`src/led_seq_cfg.svh`:
```
`ifndef LED_SEQ_CFG_SVH
`define LED_SEQ_CFG_SVH
// clock rate in kHz and phase times in ms
`define LED_CLK_KHZ 250000
`define LED_SLOT_MS 220
`define LED_PAUSE_MS 1760
// cycles per phase; both exceed 4096 so the top module takes them as params
`define LED_SLOT_CYC (`LED_SLOT_MS * `LED_CLK_KHZ)
`define LED_PAUSE_CYC (`LED_PAUSE_MS * `LED_CLK_KHZ)
// channel count of the module
`define LED_NUM_CH 8
`define LED_CH_W 3
`define LED_CNT_W 32
`endif

```
`src/led_seq_pkg.sv`:
```
`include "led_seq_cfg.svh"
package led_seq_pkg;
    typedef logic [`LED_CH_W-1:0] ch_idx_t;
    typedef logic [`LED_CNT_W-1:0] cnt_t;
    typedef struct packed {
        logic green;
        logic yellow;
    } led_drive_s;
    typedef enum logic [1:0] {
        ST_ON = 2'b00,
        ST_GAP = 2'b01,
        ST_PAUSE = 2'b11,
        ST_SOLID = 2'b10
    } seq_state_e;
endpackage

```
`src/led_seq.sv`:
```
`include "led_seq_cfg.svh"
// Notes on behaviour
// - separate green and yellow drive outputs
// - all channels up: steady green
// - all channels disabled: steady yellow
// - mixed: channel lit 0.22 s, green if up
// - mixed: faulty or disabled channel lit yellow
// - dark 0.22 s after each lit slot
// - slots advance from channel zero upward
// - after last channel dark 1.76 s, restart
module led_seq
    import led_seq_pkg::*;
#(
    parameter cnt_t SLOT_CYC = cnt_t'(`LED_SLOT_CYC),
    parameter cnt_t PAUSE_CYC = cnt_t'(`LED_PAUSE_CYC)
)
(
    // clock and reset
    input wire logic REF_CLK_I,
    input wire logic SYS_RST_I,
    // per-channel status from channel logic
    input wire logic [`LED_NUM_CH-1:0] CH_UP_I,
    input wire logic [`LED_NUM_CH-1:0] CH_OFF_I,
    // led drive
    output logic LED_GREEN_O,
    output logic LED_YELLOW_O
);
    seq_state_e state_q;
    seq_state_e state_d;
    ch_idx_t ch_q;
    ch_idx_t ch_d;
    led_drive_s led_q;
    led_drive_s led_d;
    logic t_done;
    logic t_load;
    cnt_t t_len;
    logic all_up;
    logic all_off;
    logic last_ch;
    logic solid;
    ch_idx_t next_ch;
    logic first_ok;
    logic next_ok;
    cnt_t phase_len_q;
    cnt_t phase_len_d;

    // a channel counts as up only when it is not disabled as well
    function automatic logic ch_ok(
        input logic [`LED_NUM_CH-1:0] up,
        input logic [`LED_NUM_CH-1:0] off,
        input ch_idx_t idx
    );
        return up[idx] & ~off[idx];
    endfunction

    // mode decode; off wins over up so a disabled lane reads yellow
    assign all_up = &(CH_UP_I & ~CH_OFF_I);
    assign all_off = &CH_OFF_I;
    assign solid = all_up | all_off;
    assign last_ch = (ch_q == ch_idx_t'(`LED_NUM_CH - 1));

    // slot colour decode; a channel is read only on its slot's first edge,
    // so a status change later in the slot waits for the next pass
    assign next_ch = ch_q + ch_idx_t'(1);
    assign first_ok = ch_ok(CH_UP_I, CH_OFF_I, ch_idx_t'(0));
    assign next_ok = ch_ok(CH_UP_I, CH_OFF_I, next_ch);

    // sequencing: mode only re-decided at a sequence boundary
    always_comb begin
        state_d = state_q;
        ch_d = ch_q;
        led_d = led_q;
        t_load = 1'b0;
        t_len = SLOT_CYC;
        unique case (state_q)
            ST_SOLID: begin
                if (all_up) begin
                    led_d = '{green: 1'b1, yellow: 1'b0};
                end else if (all_off) begin
                    led_d = '{green: 1'b0, yellow: 1'b1};
                end else begin
                    state_d = ST_ON;
                    ch_d = '0;
                    t_load = 1'b1;
                    led_d.green = first_ok;
                    led_d.yellow = ~first_ok;
                end
            end
            ST_ON: begin
                if (t_done) begin
                    state_d = ST_GAP;
                    t_load = 1'b1;
                    led_d = '0;
                end
            end
            ST_GAP: begin
                if (t_done && last_ch) begin
                    state_d = ST_PAUSE;
                    t_load = 1'b1;
                    t_len = PAUSE_CYC;
                end else if (t_done) begin
                    state_d = ST_ON;
                    ch_d = next_ch;
                    t_load = 1'b1;
                    led_d.green = next_ok;
                    led_d.yellow = ~next_ok;
                end
            end
            ST_PAUSE: begin
                // boundary: hand back to solid decode, which restarts
                if (t_done) begin
                    state_d = ST_SOLID;
                end
            end
        endcase
    end

    led_timer u_timer (
        .clk_i(REF_CLK_I),
        .rst_i(SYS_RST_I),
        .load_i(t_load),
        .len_i(t_len),
        .done_o(t_done)
    );

    // state registers
    always_ff @(posedge REF_CLK_I) begin
        if (SYS_RST_I) begin
            state_q <= ST_SOLID;
            ch_q <= '0;
            led_q <= '0;
        end else begin
            state_q <= state_d;
            ch_q <= ch_d;
            led_q <= led_d;
        end
    end

    // independent element drives straight from flops
    assign LED_GREEN_O = led_q.green;
    assign LED_YELLOW_O = led_q.yellow;

    // cycles spent in the current phase; only the length checks read it,
    // it wraps harmlessly while the lamp sits in a solid colour
    assign phase_len_d = (state_d != state_q) ? cnt_t'(0)
                                              : phase_len_q + cnt_t'(1);

    // phase length counter, cleared on every state change
    always_ff @(posedge REF_CLK_I) begin
        if (SYS_RST_I) begin
            phase_len_q <= '0;
        end else begin
            phase_len_q <= phase_len_d;
        end
    end
endmodule // led_seq

```
`src/led_timer.sv`:
```
`include "led_seq_cfg.svh"
module led_timer
    import led_seq_pkg::*;
(
    // clock and reset
    input wire logic clk_i,
    input wire logic rst_i,
    // load a fresh duration
    input wire logic load_i,
    input wire cnt_t len_i,
    // terminal count, held high while the counter sits at zero
    output logic done_o
);
    cnt_t cnt_q;
    logic zero;

    // done is combinational from the counter so phases chain without gaps;
    // it must not look at load_i, which the sequencer derives from done_o
    assign zero = (cnt_q == '0);
    assign done_o = zero;

    // count down to zero and hold there until the next load
    always_ff @(posedge clk_i) begin
        if (rst_i) begin
            cnt_q <= '0;
        end else if (load_i) begin
            cnt_q <= len_i - cnt_t'(1);
        end else if (!zero) begin
            cnt_q <= cnt_q - cnt_t'(1);
        end
    end
endmodule // led_timer

```
`config.mk`:
```
export PLATFORM = sky130hd
export DESIGN_NAME = led_seq
export DESIGN_NICKNAME = d
export VERILOG_FILES = /design/src/led_seq_pkg.sv /design/src/led_seq.sv /design/src/led_timer.sv
export VERILOG_INCLUDE_DIRS = /design/src
export SDC_FILE = /design/constraint.sdc
export NUM_CORES = 1
export LEC_CHECK = 0
export BUFFER_PORTS_ARGS = -buffer_cell sky130_fd_sc_hd__buf_4
export CORE_UTILIZATION = 45
export CTS_BUF_LIST = sky130_fd_sc_hd__clkbuf_16
export DETAILED_ROUTE_END_ITERATION = 8
export GPL_TIMING_DRIVEN = 0
export MAX_ROUTING_LAYER = met4
export PLACE_DENSITY = 0.74
export SYNTH_ARGS = -nofsm -noshare
export SYNTH_HDL_FRONTEND = slang
export SYNTH_SLANG_ARGS = --single-unit
```
`constraint.sdc`:
```
create_clock -name REF_CLK_I -period 4.42 [get_ports REF_CLK_I]
set_input_delay 0.442 -clock REF_CLK_I [delete_from_list [all_inputs] [get_ports REF_CLK_I]]
set_output_delay 0.442 -clock REF_CLK_I [all_outputs]
set_load 0.005 [all_outputs]
```
==> summary by stage <==
Run status
The run finished with clean final reports.

Flow run
Across the run, the number of max-cap violations was 0.

Worst setup path
The flop-to-flop setup slack is 1.83 ns. STA classifies the critical path startpoint as a register. The destination of the worst register-to-register timing path is u_timer.cnt_q[27]. At the worst endpoint, the required time is 4.59 ns. The cell count of the worst reg-to-reg path is 7. The endpoint type of the worst setup path is a register. The critical-path maximum fanout is 10. The startpoint-to-endpoint class of the critical path is register to register. The startpoint identified for the worst register-to-register timing path is u_timer.cnt_q[20]. For the worst setup path, the data arrival time is 2.76 ns.

Timing
The number of endpoints with negative hold slack in the final report came to 0. For the pin with the worst max-slew slack, the measured transition is 0.611 ns. The final-report max-slew violation count is 0. The maximum operating frequency is 386 MHz.

Setup repair after global routing left no endpoint under its margin. The maximum clock skew at final layout is 0.00224 ns. The worst path uses 58.6% of the clock period. In this run the tightest slew margin relative to its limit is 59.3%. The setup TNS is 0 ns. The clock period could shrink to 2.59 ns. Setup violations remaining at the end of the flow were counted as 0. The slack of the critical path is 1.83 ns.

Floorplan
The initial utilization of the core area, before any placement, comes to 47.5%. 20 I/O pins were placed. The row count is 25. The die outline height is 73.0 um. The x dimension of the die is 73.0 um.

The floorplan step defined a die boundary enclosing 5330 sq um. The floorplan core area is 4790 sq um.

Yosys
The main flop type after synthesis is dfxtp_1. In the post-synthesis netlist, the biggest area contributors are dfxtp_1 (34%), xnor2_1 (5.4%), a21oi_1 (4.4%), nor3_1 (3.5%), nor2_1 (3.3%). The cell area after synthesis is 2270 sq um. The post-synthesis sequential element count is 39. The commonest cells after synthesis are dfxtp_1 (39), a21oi_1 (20), nor2_1 (20). The number of warning messages in the yosys log is 0. The post-synthesis cell count is 258.

The number of synthesized flops with an enable pin is 0. The area share of the leading cell type in the synthesized netlist is 34.4%. The portion of the post-synthesis area used by sequential elements is 34.4%. The synthesized netlist contains 56 unique library cells. When the netlist entered floorplanning its net count stood at 279. In this run the mean area of a mapped cell was 8.80 sq um. The synthesized design spends more area on one cell type than any other, namely dfxtp_1. The fraction of registers with async set or reset after synthesis is 0%. Yosys instantiated no cell more often than dfxtp_1.

Route
The post-detailed-routing wire length is 4820 um. The wire length on met3 is 177 um. In this run, the number of DRC markers left after iteration 0 of detailed routing was 119. The total via count after detailed routing is 1,936. The count of nets left with antenna violations once routing finished came out at 0.

In the routed layout, each cell is associated on average with a via count of 5.50. In the routed design, unresolved DRC markers number 0. The routed wirelength normalized by instance count is 13.7 um. The highest routed metal layer is met4. The sum of routed wire segments on met1 is 2290 um. The detailed-routing iteration count for the pre-antenna-repair pass is 4. The wire length on met2 is 2260 um.

GRT
The number of global-route vias before repair is 1,840. The initial antenna violation count is 0. The wire length of the first global-routing pass is 8340 um.

Entering global routing, the biggest net connects 12 pins. The global-route usage over all layers is 20.6%. The leftover overflow at the end of global routing is 0.

Final layout
The post-route netlist has 19.6% of its cells at a drive strength greater than 1. The area overhead of the layout relative to synthesis is 16.0%. 0 antenna diodes ended up in the layout. The net count of the finished layout is 305.

CTS
The clock transition at the registers of the reported paths is 0.05 ns. The clock tree from TritonCTS is done. The number of resized instances in the post-cts repair step is 0. The count of clock tree sinks is 39. Clock tree synthesis selected as its root buffer the cell clkbuf_16. The maximum level of the CTS H-tree is 2. Once the clock tree was built, the setup fixing pass inserted 0 buffers.

TritonCTS created 5 clock buffers. Hold repair after CTS inserted 0 buffers. The clock insertion delay at the later pin of the skew report is 0.28 ns. The clock passes through at most 2 buffers.

Hold path
The worst hold path begins at LED_GREEN_O. The worst hold path endpoint is LED_GREEN_O. The min-delay analysis places its worst path in the category register to register. The worst hold path passes through 2 cells.

Power and ir drop
The total power per unit cell area is 319 nW/um^2. Across the VDD grid, the largest voltage drop is 237 uV. Summed over all cells, the static leakage comes to 0.940 nW.

Placement
The placed wire-length estimate after detailed placement is 3480 um. The weighted congestion reported at the end of routability-driven placement is 0.820. Before CTS, the worst setup slack after placement is 1.67 ns. Buffers placed on the I/O ports in this run total 19.
cells by family (layout without fill, tap and decap cells):
kind of cell               after synthesis  count (layout)  synth area share [%]
xor gates and xnor gates                20              20                  7.71
and+or+nand+nor                        124             124                  33.9
muxes                                    7               7                  3.86
adders and majority gates                3               3                  1.65
AOI/OAI and AO/OA                       50              50                  14.8
buffers and inverters                   15              42                  3.64
DFF                                     39              39                  34.4
cells in the final DEF (no fill, tap or decap), drive strengths merged, types with 4 or more instances in the layout:
cell | netlist | layout
xnor2 | 14 | 14
a21o | 4 | 4
nand3 | 13 | 13
buf | 4 | 23
clkbuf | 7 | 12
and4 | 4 | 4
inv | 4 | 5
mux2 | 4 | 4
xor2 | 6 | 6
nor2 | 20 | 20
a21oi | 23 | 23
or4 | 4 | 4
nand2b | 8 | 8
and2 | 5 | 5
nor4 | 7 | 7
o21ai | 12 | 12
nand3b | 4 | 4
nand2 | 15 | 15
nor3 | 18 | 18
dfxtp | 39 | 39
nand4 | 5 | 5
or3 | 5 | 5
how the worst max path moves through the flow:
stage                 startpoint           endpoint  cells past startpoint
6_report       u_timer.cnt_q[20]  u_timer.cnt_q[27]                      7
3_5_place_dp         CH_OFF_I[5]  u_timer.cnt_q[25]                      8
5_1_grt        u_timer.cnt_q[20]  u_timer.cnt_q[27]                      7
4_1_cts        u_timer.cnt_q[20]  u_timer.cnt_q[21]                      7
3_3_place_gp         CH_OFF_I[5]  u_timer.cnt_q[25]                      8
2_1_floorplan        CH_OFF_I[5]  u_timer.cnt_q[25]                      7
power by group:
part	total (mW)	leakage [nW]	switching [mW]	internal, mW
Clock	0.331	0.0701	0.129	0.203
Combinational	0.121	0.548	0.0654	0.0560
Sequential	0.386	0.321	0.0167	0.370
flip-flops by register name, summed over array words and instances, names as in the netlist:
register	count
ch_q	3
LED_GREEN_O	1
state_q	2
LED_YELLOW_O	1
u_timer.cnt_q	32
layer usage:
layer / track usage [%] / up-vias
li1: - / 993
met1: 25.5 / 899
met2: 32.2 / 34
met3: 4.97 / 10
met4: 8.50 / 0
met5: - / -
cell type report:
cell class                 instances  area [sq um]
fill                             444          2150
multi-input combinational        204          1410
sequential                        39           781
timing repair buffer              19           143
clock buffer                       5           125
tap                               67          83.8
buffer                            11          67.6
inverter                           4          15.0
clock inverter                     3          11.3
through the flow:
step	cell area, sq um	instances	utilization [%]	hold WS, ns	total power, mW
CTS	2630	352	55.0	0.461	0.849
global placement	2500	344	52.2	0.442	0.512
detailed placement	2500	344	52.2	0.452	0.515
global route	2630	352	55.0	0.483	0.886
floorplan	2270	258	-	0.448	0.479
finish	2630	352	55.0	0.456	0.839
worst max-delay path: stages (launching register included):
cell	delay [ns]
dfxtp_1	0.37
or4_4	0.60
nor4_4	0.53
nand3_2	0.15
o21ai_2	0.38
buf_6	0.21
o21ai_1	0.09
and2_1	0.16
(Power assumes the default switching activity.)
